==> config.mk <==
export PLATFORM = sky130hd
export DESIGN_NAME = peripheral_irq_priority_bank
export DESIGN_NICKNAME = d
export VERILOG_FILES = /design/src/verilog/irq_prio_pkg.sv /design/src/verilog/peripheral_irq_priority_bank.sv
export VERILOG_INCLUDE_DIRS = /design/src /design/src/verilog
export SDC_FILE = /design/constraint.sdc
export NUM_CORES = 1
export LEC_CHECK = 0
export BUFFER_PORTS_ARGS = -buffer_cell sky130_fd_sc_hd__buf_4
export CAP_MARGIN = 15
export CELL_PAD_IN_SITES_DETAIL_PLACEMENT = 0
export CELL_PAD_IN_SITES_GLOBAL_PLACEMENT = 2
export CORE_ASPECT_RATIO = 1.1
export CORE_UTILIZATION = 26
export DETAILED_ROUTE_END_ITERATION = 10
export PLACE_DENSITY = 0.89
export SYNTH_ARGS = -nofsm -noshare
export SYNTH_HDL_FRONTEND = slang
export SYNTH_SLANG_ARGS = --single-unit
==> constraint.sdc <==
create_clock -name clk -period 4.7 [get_ports clk]
set_clock_uncertainty 0.15 [all_clocks]
set_input_delay 0.705 -clock clk [delete_from_list [all_inputs] [get_ports clk]]
set_output_delay 0.705 -clock clk [all_outputs]
set_load 0.05 [all_outputs]
==> src/verilog/irq_prio_defines.svh <==
// register indices, implemented-bit masks and reset values of the priority bank
`ifndef IRQ_PRIO_DEFINES_SVH
`define IRQ_PRIO_DEFINES_SVH

// printed register indices; the byte address is four times the index
`define PRIO_IDX_TIMERS_SPI_A      12'h36A
`define PRIO_IDX_PWM_TIMER_UART_A  12'h36B
`define PRIO_IDX_PWM_LOGIC_SPI_B   12'h36C
`define PRIO_IDX_DMA_B_MISC        12'h36D
`define PRIO_IDX_PWM_LOGIC_I2C     12'h36E

// implemented bits of each register
`define PRIO_MASK_TIMERS_SPI_A     8'hFF
`define PRIO_MASK_PWM_TIMER_UART_A 8'hFF
`define PRIO_MASK_PWM_LOGIC_SPI_B  8'hF7
`define PRIO_MASK_DMA_B_MISC       8'hFD
`define PRIO_MASK_PWM_LOGIC_I2C    8'hEF

// reset values: every implemented bit starts at high priority
`define PRIO_RST_TIMERS_SPI_A      8'hFF
`define PRIO_RST_PWM_TIMER_UART_A  8'hFF
`define PRIO_RST_PWM_LOGIC_SPI_B   8'hF7
`define PRIO_RST_DMA_B_MISC        8'hFD
`define PRIO_RST_PWM_LOGIC_I2C     8'hEF

// priority level encoding
`define PRIO_LEVEL_HIGH            1'b1
`define PRIO_LEVEL_LOW             1'b0

// bus answer timing: cycles of penable before pready rises
`define PRIO_APB_WAIT_CYCLES       1

`endif

==> src/verilog/irq_prio_pkg.sv <==
// types shared by the interrupt priority bank
package irq_prio_pkg;
	// bus answer state, gray coded along idle -> resp
	typedef enum logic [1:0] {
		APB_IDLE = 2'b00,
		APB_RESP = 2'b01
	} apb_state_t;

	// register slot number inside the bank
	typedef logic [2:0] prio_slot_t;

	// one priority register
	typedef logic [7:0] prio_byte_t;
endpackage : irq_prio_pkg

==> src/verilog/peripheral_irq_priority_bank.sv <==
// apb-reached bank of five peripheral interrupt priority registers
`timescale 1ns/1ps
`include "irq_prio_defines.svh"
module peripheral_irq_priority_bank #(
	parameter int ADDR_W = 12,
	parameter int DATA_W = 32
) (
	// clock and reset
	input  wire logic              clk,
	input  wire logic              rst,
	// apb slave
	input  wire logic              psel,
	input  wire logic              penable,
	input  wire logic              pwrite,
	input  wire logic [ADDR_W-1:0] paddr,
	input  wire logic [DATA_W-1:0] pwdata,
	output logic      [DATA_W-1:0] prdata,
	output logic                   pready,
	output logic                   pslverr,
	// priorities: timers and spi a
	output logic                   timer_zero_prio,
	output logic                   capture_one_prio,
	output logic                   timer_one_gate_prio,
	output logic                   timer_one_prio,
	output logic                   timer_two_prio,
	output logic                   spi_a_general_prio,
	output logic                   spi_a_tx_prio,
	output logic                   spi_a_rx_prio,
	// priorities: pulse a, timer three, uart a
	output logic                   pulse_a_param_prio,
	output logic                   pulse_a_period_prio,
	output logic                   timer_three_gate_prio,
	output logic                   timer_three_prio,
	output logic                   uart_a_general_prio,
	output logic                   uart_a_frame_err_prio,
	output logic                   uart_a_tx_prio,
	output logic                   uart_a_rx_prio,
	// priorities: pulse b, logic cell b, comparator b, spi b
	output logic                   pulse_b_param_prio,
	output logic                   pulse_b_period_prio,
	output logic                   logic_cell_b_prio,
	output logic                   comparator_b_prio,
	output logic                   spi_b_general_prio,
	output logic                   spi_b_tx_prio,
	output logic                   spi_b_rx_prio,
	// priorities: dma b and misc
	output logic                   dma_b_abort_prio,
	output logic                   dma_b_overrun_prio,
	output logic                   dma_b_dest_count_prio,
	output logic                   dma_b_src_count_prio,
	output logic                   osc_ctrl_a_prio,
	output logic                   waveform_gen_a_prio,
	output logic                   ext_irq_one_prio,
	// priorities: pulse c, logic cell c, i2c a
	output logic                   pulse_c_param_prio,
	output logic                   pulse_c_period_prio,
	output logic                   logic_cell_c_prio,
	output logic                   i2c_a_error_prio,
	output logic                   i2c_a_general_prio,
	output logic                   i2c_a_tx_prio,
	output logic                   i2c_a_rx_prio
);

	////////////////////////////////////////////////////////////////////////////////
	// constants and elaboration checks

	localparam int NUM_REGS = 5;

	// the highest byte address is 0xDB8, which needs twelve address bits
	generate
		if (ADDR_W < 12 || ADDR_W > 32) begin : g_bad_addr
			$error("ADDR_W must lie between 12 and 32");
		end
		if (DATA_W != 32) begin : g_bad_data
			$error("DATA_W must be 32");
		end
	endgenerate

	// per-slot index, implemented mask and reset value
	localparam logic [11:0] SLOT_IDX [NUM_REGS] = '{
		`PRIO_IDX_TIMERS_SPI_A,
		`PRIO_IDX_PWM_TIMER_UART_A,
		`PRIO_IDX_PWM_LOGIC_SPI_B,
		`PRIO_IDX_DMA_B_MISC,
		`PRIO_IDX_PWM_LOGIC_I2C
	};
	localparam logic [7:0] SLOT_MASK [NUM_REGS] = '{
		`PRIO_MASK_TIMERS_SPI_A,
		`PRIO_MASK_PWM_TIMER_UART_A,
		`PRIO_MASK_PWM_LOGIC_SPI_B,
		`PRIO_MASK_DMA_B_MISC,
		`PRIO_MASK_PWM_LOGIC_I2C
	};
	localparam logic [7:0] SLOT_RST [NUM_REGS] = '{
		`PRIO_RST_TIMERS_SPI_A,
		`PRIO_RST_PWM_TIMER_UART_A,
		`PRIO_RST_PWM_LOGIC_SPI_B,
		`PRIO_RST_DMA_B_MISC,
		`PRIO_RST_PWM_LOGIC_I2C
	};

	////////////////////////////////////////////////////////////////////////////////
	// address decode

	// true when the byte address equals the word-aligned address of the given slot
	function automatic logic slot_hit(input logic [ADDR_W-1:0] addr, input int slot);
		logic [ADDR_W-1:0] want;
		want = ADDR_W'({SLOT_IDX[slot], 2'b00});
		return addr == want;
	endfunction : slot_hit

	logic [NUM_REGS-1:0] hit;
	logic                mapped;
	logic                acc_phase;
	logic                commit;

	genvar gi;
	generate
		for (gi = 0; gi < NUM_REGS; gi++) begin : g_dec
			assign hit[gi] = slot_hit(paddr, gi);
		end
	endgenerate

	// unmapped words include any address with the low two bits set
	assign mapped    = |hit;
	assign acc_phase = psel & penable;

	////////////////////////////////////////////////////////////////////////////////
	// bus answer state: one wait cycle, then pready for exactly one cycle

	irq_prio_pkg::apb_state_t st_q;
	irq_prio_pkg::apb_state_t st_d;

	// the master holds its request until it sees pready, so the write commits there
	assign commit = (st_q == irq_prio_pkg::APB_RESP) & acc_phase;

	always_comb begin
		case (st_q)
			irq_prio_pkg::APB_IDLE: st_d = acc_phase ? irq_prio_pkg::APB_RESP : irq_prio_pkg::APB_IDLE;
			irq_prio_pkg::APB_RESP: st_d = irq_prio_pkg::APB_IDLE;
			default:                st_d = irq_prio_pkg::APB_IDLE;
		endcase
	end

	always_ff @(posedge clk) begin
		if (rst) begin
			st_q <= irq_prio_pkg::APB_IDLE;
		end else begin
			st_q <= st_d;
		end
	end

	////////////////////////////////////////////////////////////////////////////////
	// priority registers

	irq_prio_pkg::prio_byte_t prio_q [NUM_REGS];
	irq_prio_pkg::prio_byte_t prio_d [NUM_REGS];

	generate
		for (gi = 0; gi < NUM_REGS; gi++) begin : g_reg
			// absent bits are forced to zero on every write
			assign prio_d[gi] = (commit & pwrite & hit[gi]) ?
				(pwdata[7:0] & SLOT_MASK[gi]) : prio_q[gi];

			always_ff @(posedge clk) begin
				if (rst) begin
					prio_q[gi] <= SLOT_RST[gi];
				end else begin
					prio_q[gi] <= prio_d[gi];
				end
			end
		end
	endgenerate

	////////////////////////////////////////////////////////////////////////////////
	// read data and response

	logic [7:0]        rd_byte;
	logic [DATA_W-1:0] prdata_d;
	logic              take_req;

	// read mux; upper bits of the word read as zero
	always_comb begin
		rd_byte = 8'h00;
		for (int i = 0; i < NUM_REGS; i++) begin
			if (hit[i]) begin
				rd_byte = prio_q[i] & SLOT_MASK[i];
			end
		end
	end

	assign take_req = (st_q == irq_prio_pkg::APB_IDLE) & acc_phase;
	assign prdata_d = (take_req & ~pwrite) ? {{(DATA_W-8){1'b0}}, rd_byte} : '0;

	// response flops: pready and data come straight from registers
	always_ff @(posedge clk) begin
		if (rst) begin
			pready  <= 1'b0;
			pslverr <= 1'b0;
			prdata  <= '0;
		end else begin
			pready  <= take_req;
			pslverr <= take_req & ~mapped;
			prdata  <= prdata_d;
		end
	end

	////////////////////////////////////////////////////////////////////////////////
	// priority outputs, one per source; 1 is high, 0 is low level

	// timers and spi a
	assign timer_zero_prio       = prio_q[0][7];
	assign capture_one_prio      = prio_q[0][6];
	assign timer_one_gate_prio   = prio_q[0][5];
	assign timer_one_prio        = prio_q[0][4];
	assign timer_two_prio        = prio_q[0][3];
	assign spi_a_general_prio    = prio_q[0][2];
	assign spi_a_tx_prio         = prio_q[0][1];
	assign spi_a_rx_prio         = prio_q[0][0];

	// pulse a, timer three, uart a
	assign pulse_a_param_prio    = prio_q[1][7];
	assign pulse_a_period_prio   = prio_q[1][6];
	assign timer_three_gate_prio = prio_q[1][5];
	assign timer_three_prio      = prio_q[1][4];
	assign uart_a_general_prio   = prio_q[1][3];
	assign uart_a_frame_err_prio = prio_q[1][2];
	assign uart_a_tx_prio        = prio_q[1][1];
	assign uart_a_rx_prio        = prio_q[1][0];

	// pulse b, logic cell b, comparator b, spi b; bit 3 absent
	assign pulse_b_param_prio    = prio_q[2][7];
	assign pulse_b_period_prio   = prio_q[2][6];
	assign logic_cell_b_prio     = prio_q[2][5];
	assign comparator_b_prio     = prio_q[2][4];
	assign spi_b_general_prio    = prio_q[2][2];
	assign spi_b_tx_prio         = prio_q[2][1];
	assign spi_b_rx_prio         = prio_q[2][0];

	// dma b and misc; bit 1 absent
	assign dma_b_abort_prio      = prio_q[3][7];
	assign dma_b_overrun_prio    = prio_q[3][6];
	assign dma_b_dest_count_prio = prio_q[3][5];
	assign dma_b_src_count_prio  = prio_q[3][4];
	assign osc_ctrl_a_prio       = prio_q[3][3];
	assign waveform_gen_a_prio   = prio_q[3][2];
	assign ext_irq_one_prio      = prio_q[3][0];

	// pulse c, logic cell c, i2c a; bit 4 absent
	assign pulse_c_param_prio    = prio_q[4][7];
	assign pulse_c_period_prio   = prio_q[4][6];
	assign logic_cell_c_prio     = prio_q[4][5];
	assign i2c_a_error_prio      = prio_q[4][3];
	assign i2c_a_general_prio    = prio_q[4][2];
	assign i2c_a_tx_prio         = prio_q[4][1];
	assign i2c_a_rx_prio         = prio_q[4][0];
endmodule : peripheral_irq_priority_bank

==> run metrics, run 1 <==
Synth Area per Inst=between 8 and 9 µm²; CTS resizes=0; met2 wire len=around 3600 µm; port bufs=71; die area=approximately 0.0096 mm²; initial antenna violation count=0; FF+latch count, synth=48; uppermost layer routed=met4; maximum VDD drop=0.125 mV; Reg2Reg Setup Slack=approximately 2.7 ns; CP Max Fanout=16; Core ar.=approximately 0.0089 mm²; M1 WL=about 3300 µm; sw frac=27.2%; Lkg Pwr=roughly 1.2 nW; Netlist cell types=45; Synth warnings=0; ys flop type=dfxtp_1; Initial Utilization=around 27%; n_diodes=0; setup TNS=0 ns; Reg2Reg Depth=4; CP bufs+invs=1; nets@finish=just under 400; Sink Count=48; critical path class=primary input to flop; Reg power frac=50.0%; Crit. End Element=flop; Placer Congestion=0.785; clock latency on the worst-skew pair=about 0.30 ns; Internal Pwr Total=~0.6 mW; FF-to-FF Start=st_q[0]; Max-slew headroom=between 40% and 50%; Worst Hold Endpoint=prdata[1]; DRC viols=0; pin count of the biggest net entering global routing=38; total power after layout=just over 0.8 mW; worst hold stages=2; first-pass GRT wire length=about 12000 µm; Max Cap Viol=0; Layout Area Growth over Synthesis=27.3%; synthesized area=roughly 0.0024 mm²; 1st-iter DRT viols=between 150 and 200; Final setup viols=0; post-CTS setup buffers=0; RSZ-0062 raised after global routing=no; number of global-route vias before repair=around 2100; Fin. Hold Viols=0; htree depth=2; CP delay by family, top=simple AND/OR/NAND/NOR gates; num rows=36; DRT Pass-1 Iters=4; CTS hold repair buffers=0; switching pwr=around 0.22 mW; share of cells above drive strength 1=between 20% and 30%; Clock Power Share=between 30% and 40%; final setup margin=around 2.3 ns; Routed Antenna Nets=0; CTS Buf Count=5; wire length per cell=about 16 µm; CTS tree=yes; met3 routed WL=between 500 and 600 µm; die height=between 100 and 150 µm; hold path start=prio_q[4][1]; Comb pwr share=13.3%; Tmin final=2.42 ns; worst slew pin tran=0.854 ns; slowest cell on the critical path=nand3_1; pre-CTS WS=1.90 ns; final wirelength=~7500 µm; die width=between 90 and 100 µm; Final period util=51.6%; Worst R2R End=prio_q[4][2]; Placed Instance Area=0.00292 mm²; DP Wirelength=about 5400 µm; critical path data arrival time=approximately 2.5 ns; Startpoint Class=primary input; number of synthesized flops with an enable pin=0; Power Density=approximately 270 mW/mm²; critical path, cell by cell=buf_4 -> nor4b_2 -> nand3_1 -> nor3_1 -> o21ai_1; DR vias=approximately 2300; asr flop ratio synth=0%; GRT Residual Overflow=0; hold crit path type=flop to flop; Design Area, Final=about 0.003 mm²; # IOs=120; crit-path max cell delay=just over 0.6 ns; Mapped Cells=between 200 and 300; GRT Total Usage=between 10% and 20%; Clk pin slew, worst setup/hold paths=~0.09 ns; Worst Path Required=4.74 ns; clock root buffer=clkbuf_8; max frequency=413 MHz; Max Buffers Root-to-Sink=2; Slew Viols, Final=0; register area share after synthesis=40.0%; status=complete, no violations; Via-to-Cell Ratio=between 5 and 6
==> cell type report <==
| cell class | instances | area [µm²] |
|---|---|---|
| Clock buffer | 6 | 72.6 |
| Clock inverter | 2 | 35.0 |
| Fill cell | 953 | 5860 |
| Inverter | 3 | 11.3 |
| Multi-Input combinational cell | 215 | 1270 |
| Sequential cell | 48 | 961 |
| Tap cell | 114 | 143 |
| Timing Repair Buffer | 74 | 572 |
==> synthesized netlist by cell type (2+ instances only) <==
cell type	number	area, µm²
a21boi_0	2	15.0
a21o_1	4	30.0
a21oi_1	18	90.1
a222oi_1	4	40.0
and3_1	3	18.8
and3b_1	2	17.5
and4_1	2	17.5
buf_4	25	188
clkbuf_1	16	60.1
dfxtp_1	48	961
inv_1	2	7.51
mux2i_1	7	70.1
nand2_1	14	52.6
nand2b_1	3	18.8
nand3_1	39	195
nand3b_1	5	37.5
nand4_1	3	18.8
nand4bb_1	2	22.5
nor2_1	7	26.3
nor2b_1	2	12.5
nor3_1	15	75.1
nor4b_2	2	30.0
o211ai_1	4	30.0
o21ai_0	2	10.0
o21ai_1	31	155
o31ai_1	4	30.0
==> power by group through the flow <==
stage / registers, mW / clock network [mW] / logic (mW)
after floorplan: 0.420 / 0 / 0.0852
after global placement: 0.417 / 0 / 0.104
after detailed placement: 0.417 / 0 / 0.105
after CTS: 0.408 / 0.304 / 0.105
after global routing: 0.408 / 0.322 / 0.115
final: 0.408 / 0.299 / 0.108
==> per-layer routing <==
metal  GRT usage [%]  up-vias
li1                -     1125
met1            20.5     1113
met2            26.3      100
met3            3.17        9
met4            5.33        0
met5               0        -
==> sequential cells by signal, summed over array words and instances (netlist names) <==
signal	count
prio_q	37
prdata	8
pready	1
pslverr	1
st_q	1
==> tightest hold or removal path: stages (launching register included) <==
cell,delay [ns]
dfxtp_1,0.34
nand2_1,0.06
a21oi_1,0.05
==> logic make-up (layout without fill, tap and decap cells) <==
| logic type | Yosys count | after routing | synth area share (%) |
|---|---|---|---|
| AO/OA/AOI/OAI | 72 | 72 | 17.6 |
| buffers and inverters | 45 | 85 | 11.0 |
| flip-flops | 48 | 48 | 40.0 |
| multiplexers | 7 | 7 | 2.91 |
| other | 1 | 24 | 0.156 |
| AND/OR/NAND/NOR | 112 | 112 | 28.4 |
==> worst max-delay path by stage <==
stage	cells after the start	slack, ns	end	from
CTS	5	2.23	prio_q[0][6]	paddr[1]
floorplan	4	2.54	prio_q[4][0]	paddr[9]
finish	5	2.28	prio_q[0][3]	paddr[1]
detailed placement	5	1.90	prio_q[0][0]	paddr[1]
global route	5	2.09	prio_q[0][7]	paddr[3]
global placement	5	1.95	prio_q[0][6]	paddr[1]
==> per-stage QoR <==
step / util (%) / hold slack, ns / std cells
after floorplan: - / 0.276 / 308
after global placement: 32.8 / 0.292 / 452
after detailed placement: 32.8 / 0.307 / 452
after CTS: 34.0 / 0.319 / 460
after global routing: 34.3 / 0.370 / 462
final: 34.3 / 0.330 / 462
==> placed cells by master (no fill, tap or decap), drive strengths merged, types with 7 or more instances in the layout <==
master / n
a21oi: 18
nor2: 8
nand2: 14
conb: 24
buf: 74
mux2i: 7
o21ai: 33
nand3: 39
dfxtp: 48
nor3: 16
(Power assumes the default switching activity.)
==> run 2: changes to the inputs <==
--- a/config.mk
+++ b/config.mk
@@ -11,9 +11,9 @@
 export CELL_PAD_IN_SITES_DETAIL_PLACEMENT = 0
 export CELL_PAD_IN_SITES_GLOBAL_PLACEMENT = 2
 export CORE_ASPECT_RATIO = 1.1
-export CORE_UTILIZATION = 26
+export CORE_UTILIZATION = 25
 export DETAILED_ROUTE_END_ITERATION = 10
-export PLACE_DENSITY = 0.89
+export PLACE_DENSITY = 0.86
 export SYNTH_ARGS = -nofsm -noshare
 export SYNTH_HDL_FRONTEND = slang
 export SYNTH_SLANG_ARGS = --single-unit
==> constraint.sdc (replaced) <==
create_clock -name clk -period 2.4 [get_ports clk]
set_clock_uncertainty 0.15 [all_clocks]
set_input_delay 0.36 -clock clk [delete_from_list [all_inputs] [get_ports clk]]
set_output_delay 0.36 -clock clk [all_outputs]
set_load 0.05 [all_outputs]
==> run metrics, run 2 (synthesis gave the netlist of run 1 again) <==
status=complete, no violations (unchanged); setup TNS=0 ns (unchanged); nets@finish=404 (was 396); critical path, cell by cell=and4bb_2 -> nor2b_1 -> o211ai_1 -> a311oi_1 (was buf_4 -> nor4b_2 -> nand3_1 -> nor3_1 -> o21ai_1); htree depth=2 (unchanged); Final setup viols=0 (unchanged); Crit. End Element=flop (unchanged); die width=95.5 µm (was 93.7 µm); RSZ-0062 raised after global routing=no (unchanged); hold crit path type=primary input to flop (was flop to flop); Placed Instance Area=0.00300 mm² (was 0.00292 mm²); slowest cell on the critical path=dfxtp_1 (was nand3_1); GRT Total Usage=15.7% (was 15.8%); most frequent cells in the layout=82 x buf_4, 48 x dfxtp_1, 39 x nand3_1, 31 x o21ai_1, 24 x conb_1 (was 72 x buf_4, 48 x dfxtp_1, 39 x nand3_1, 31 x o21ai_1, 24 x conb_1); CTS hold repair buffers=0 (unchanged); placed cell count=465 (was 452); max reg flops=37 (unchanged); CTS Buf Count=5 (unchanged); DRC viols=0 (unchanged); maximum VDD drop=0.200 mV (was 0.125 mV); critical path class=flop to flop (was primary input to flop); CP Depth=4 (was 5); Core ar.=0.00935 mm² (was 0.00892 mm²); Fin. Hold Viols=0 (unchanged); n_diodes=0 (unchanged); CTS tree=yes (unchanged); initial antenna violation count=0 (unchanged); DP Wirelength=5550 µm (was 5360 µm); total power after layout=1.47 mW (was 0.815 mW); hold slack=0.0908 ns (was 0.330 ns); Top Registers=prio_q: 37 flops, prdata: 8 flops (unchanged); Max Cap Viol=0 (unchanged); Placer Congestion=0.798 (was 0.785); Slew Viols, Final=0 (unchanged); CP endpoint=prdata[4] (was prio_q[0][3]); die area=0.0100 mm² (was 0.00964 mm²); Max-slew headroom=27.9% (was 43.0%); Final Instance Count excl. Fillers=472 (was 462); num rows=37 (was 36); Clk pin slew, worst setup/hold paths=0.08 ns (was 0.09 ns); first-pass GRT wire length=11900 µm (was 11600 µm); Reg2Reg Setup Slack=0.60 ns (was 2.70 ns); Routed Antenna Nets=0 (unchanged); CP bufs+invs=0 (was 1); CP Max Fanout=5 (was 16); share of cells above drive strength 1=27.3% (was 25.9%); Lkg Pwr=1.21 nW (was 1.18 nW); DR vias=2335 (was 2347); FF-to-FF Start=st_q[0] (unchanged); CP delay by family, top=compound AO/OA/AOI/OAI gates (was simple AND/OR/NAND/NOR gates); 1st-iter DRT viols=172 (was 193); Power Density=478 mW/mm² (was 266 mW/mm²); Sink Count=48 (unchanged); final wirelength=7690 µm (was 7540 µm); critical path data arrival time=1.84 ns (was 2.47 ns); Layout Area Growth over Synthesis=28.0% (was 27.3%); wire length per cell=16.3 µm (about the same); Worst R2R End=prdata[4] (was prio_q[4][2]); Tmin final=around 1.8 ns; Reg2Reg Depth=4 (unchanged); clock root buffer=clkbuf_8 (unchanged); CTS resizes=0 (unchanged); Max Buffers Root-to-Sink=2 (unchanged); port bufs=71 (unchanged); max frequency=roughly 560 MHz; Initial Utilization=25.7% (was 27.0%); Final period util=around 75%; Via-to-Cell Ratio=4.95 (was 5.08); Most flops, register=prio_q (unchanged); Design Area, Final=0.00308 mm² (was 0.00306 mm²); post-CTS setup buffers=0 (unchanged); die height=105 µm (was 103 µm); clock latency on the worst-skew pair=0.30 ns (about the same); # IOs=120 (unchanged); DRT Pass-1 Iters=7 (was 4); GRT Residual Overflow=0 (unchanged); Worst Path Required=2.44 ns (was 4.74 ns); worst slew pin tran=1.07 ns (was 0.854 ns); CP startpoint=st_q[0] (was paddr[1]); crit-path max cell delay=0.33 ns (was 0.62 ns); commonest non-fill, non-tap cell in the layout=buf_4 (unchanged); pin count of the biggest net entering global routing=38 (unchanged); Startpoint Class=flop (was primary input); worst hold stages=2 (unchanged); number of global-route vias before repair=2176 (was 2105)
==> run 2: layer usage <==
layer	routed length, µm	part of all wire, %	GRT usage, %
met3	532	6.9	3.49
met5	0	0	0
met1	3320	43	20.8
met4	169	2.2	6.18
met2	3670	48	24.3
==> run 2: cell type report <==
class,instances,area [µm²]
clock inverter,1,5.00
inverter,3,11.3
clock buffer,6,72.6
timing repair buffer,82,616
multi-input combinational,215,1270
sequential,48,961
fill,989,6270
tap,117,146
==> run 2: worst reg2reg max path, cell delays in order, from the launching register on <==
cell,delay [ns]
dfxtp_1,0.33
and4bb_2,0.33
nor2b_1,0.26
o211ai_1,0.28
a311oi_1,0.33
==> run 2: where the power goes <==
part / switching, mW / internal (mW) / leakage, nW / total, mW
sequential: 0.000853 / 0.798 / 0.389 / 0.798
combinational: 0.156 / 0.0528 / 0.777 / 0.209
clock: 0.265 / 0.199 / 0.0410 / 0.464
==> run 2: worst min path at each step <==
stage                        from  slack, ns      end
after floorplan           st_q[0]       0.28  st_q[0]
after global placement    st_q[0]       0.29  st_q[0]
after detailed placement  st_q[0]       0.30  st_q[0]
after CTS                     rst       0.08  st_q[0]
after global routing          rst       0.08  st_q[0]
final                         rst       0.09  st_q[0]
==> run 2: metrics by stage <==
stage                     util [%]  setup WS (ns)
after global placement        32.1          0.343
final                         32.9          0.603
after CTS                     32.9          0.591
after global routing          32.9          0.485
after detailed placement      32.1          0.336
after floorplan                  -          0.587
==> run 3: changes to the inputs <==
--- a/config.mk
+++ b/config.mk
@@ -11,9 +11,9 @@
 export CELL_PAD_IN_SITES_DETAIL_PLACEMENT = 0
 export CELL_PAD_IN_SITES_GLOBAL_PLACEMENT = 2
 export CORE_ASPECT_RATIO = 1.1
-export CORE_UTILIZATION = 25
+export CORE_UTILIZATION = 22
 export DETAILED_ROUTE_END_ITERATION = 10
-export PLACE_DENSITY = 0.86
+export PLACE_DENSITY = 0.81
 export SYNTH_ARGS = -nofsm -noshare
 export SYNTH_HDL_FRONTEND = slang
 export SYNTH_SLANG_ARGS = --single-unit
==> constraint.sdc (replaced) <==
create_clock -name clk -period 1.65 [get_ports clk]
set_clock_uncertainty 0.15 [all_clocks]
set_input_delay 0.2475 -clock clk [delete_from_list [all_inputs] [get_ports clk]]
set_output_delay 0.2475 -clock clk [all_outputs]
set_load 0.05 [all_outputs]
==> run metrics, run 3 (synthesis gave the netlist of run 1 again) <==
status=complete, no violations (unchanged); max reg flops=37 (unchanged); pre-CTS WS=-0.236 ns (was 0.336 ns); Worst Path Required=1.71 ns (was 2.44 ns); n_diodes=0 (unchanged); Final setup viols=0 (unchanged); wire length per cell=16.0 µm (was 16.3 µm); clock latency on the worst-skew pair=0.29 ns (was 0.30 ns); Routed Antenna Nets=0 (unchanged); Placer Congestion=0.792 (was 0.798); hold slack=0.0779 ns (was 0.0908 ns); final core occ=33.1% (was 32.9%); Top Registers=prio_q: 37 flops, prdata: 8 flops (unchanged); most frequent cells in the layout=106 x buf_4, 47 x dfxtp_1, 39 x nand3_1, 31 x o21ai_1, 24 x conb_1 (was 82 x buf_4, 48 x dfxtp_1, 39 x nand3_1, 31 x o21ai_1, 24 x conb_1); Core ar.=0.0105 mm² (was 0.00935 mm²); die area=0.0114 mm² (was 0.0100 mm²); number of global-route vias before repair=2338 (was 2176); GRT Residual Overflow=0 (unchanged); Placed Instance Area=0.00327 mm² (was 0.00300 mm²); final setup margin=0.116 ns (was 0.603 ns); Design Area, Final=0.00347 mm² (was 0.00308 mm²); Clk pin slew, worst setup/hold paths=0.07 ns (was 0.08 ns); CTS tree=yes (unchanged); Startpoint Class=flop (unchanged); placed cell count=517 (was 465); max frequency=652 MHz (was 556 MHz); port bufs=71 (unchanged); DRT Pass-1 Iters=4 (was 7); maximum VDD drop=0.381 mV (was 0.200 mV); Final period util=93.0% (was 74.9%); die width=102 µm (was 95.5 µm); CP Max Fanout=4 (was 5); final wirelength=8430 µm (was 7690 µm); worst hold stages=3 (was 2); # IOs=120 (unchanged); initial antenna violation count=0 (unchanged); DR vias=2495 (was 2335); Most flops, register=prio_q (unchanged); Tmin final=1.53 ns (was 1.80 ns); Final Instance Count excl. Fillers=526 (was 472); CTS Buf Count=5 (unchanged); Max Buffers Root-to-Sink=2 (unchanged); Layout Area Growth over Synthesis=44.2% (was 28.0%); total power after layout=2.68 mW (was 1.47 mW); Sink Count=48 (unchanged); share of cells above drive strength 1=33.9% (was 27.3%); Reg2Reg Depth=5 (was 4); first-pass GRT wire length=12800 µm (was 11900 µm); num rows=39 (was 37); RSZ-0062 raised after global routing=yes (was no); Max Cap Viol=0 (unchanged); Initial Utilization=22.9% (was 25.7%); critical path data arrival time=1.60 ns (was 1.84 ns); Slew Viols, Final=0 (unchanged); commonest non-fill, non-tap cell in the layout=buf_4 (unchanged); critical path class=flop to flop (unchanged); Power Density=774 mW/mm² (was 478 mW/mm²); setup TNS=0 ns (unchanged); DP Wirelength=6320 µm (was 5550 µm); Crit. End Element=flop (unchanged); pin count of the biggest net entering global routing=38 (unchanged); die height=112 µm (was 105 µm); GRT Total Usage=14.9% (was 15.7%); htree depth=2 (unchanged); clock root buffer=clkbuf_16 (was clkbuf_8); Fin. Hold Viols=0 (unchanged); 1st-iter DRT viols=191 (was 172); hold crit path type=primary input to flop (unchanged); Via-to-Cell Ratio=4.74 (was 4.95); Lkg Pwr=1.39 nW (was 1.21 nW); nets@finish=431 (was 404); DRC viols=0 (unchanged)
==> run 3: changes by cell type in the layout (fill, tap and decap cells not counted), moves of 3 or more <==
cell       delta
clkbuf_16     +5
buf_4        +24
clkbuf_8      -5
buf_12        +3
==> run 3: repair_timing <==
action                     CTS  global route
hold endpoints to repair     0             0
hold buffers                 0             0
setup endpoints to repair    2            12
pin swaps                    2             1
resized for setup            1             4
buffers inserted             1             0
==> run 3: worst paths after layout <==
kind / from / endpoint / slack [ns]
setup / recovery: st_q[0] / prdata[7] / 0.12
hold reg to reg: st_q[0] / st_q[0] / 0.30
setup reg to reg: st_q[0] / prdata[7] / 0.12
hold / removal: pwdata[6] / prio_q[4][6] / 0.08
==> run 3: critical path, cell delays in order (launching register included) <==
cell and delay [ns]:
dfxtp_2 0.33, and4bb_2 0.29, nor2b_4 0.17, o211ai_1 0.12, buf_4 0.18, o31ai_1 0.22
==> run 3: final cells by class <==
cell class	instances	area, µm²
fillers	1114	7020
flip-flops and latches	48	962
repair buffers	109	856
clock inverters	3	46.3
multi-input cells	215	1290
well taps	143	179
inverters	3	11.3
clock buffers	5	125
==> run 3: power by group <==
part,internal [mW],total (mW),switching [mW],leakage (nW)
sequential,1.16,1.16,0.00135,0.389
combinational,0.104,0.345,0.241,0.918
clock,0.720,1.18,0.456,0.0804
total,1.99,2.68,0.698,1.39
==> run 3: per-layer routing <==
metal	vias up	global-route usage [%]	share of wire (%)
li1	1191	-	-
met1	1190	20.5	46
met2	106	23.3	46
met3	8	3.20	6.7
met4	0	3.86	1.2
met5	-	0	0
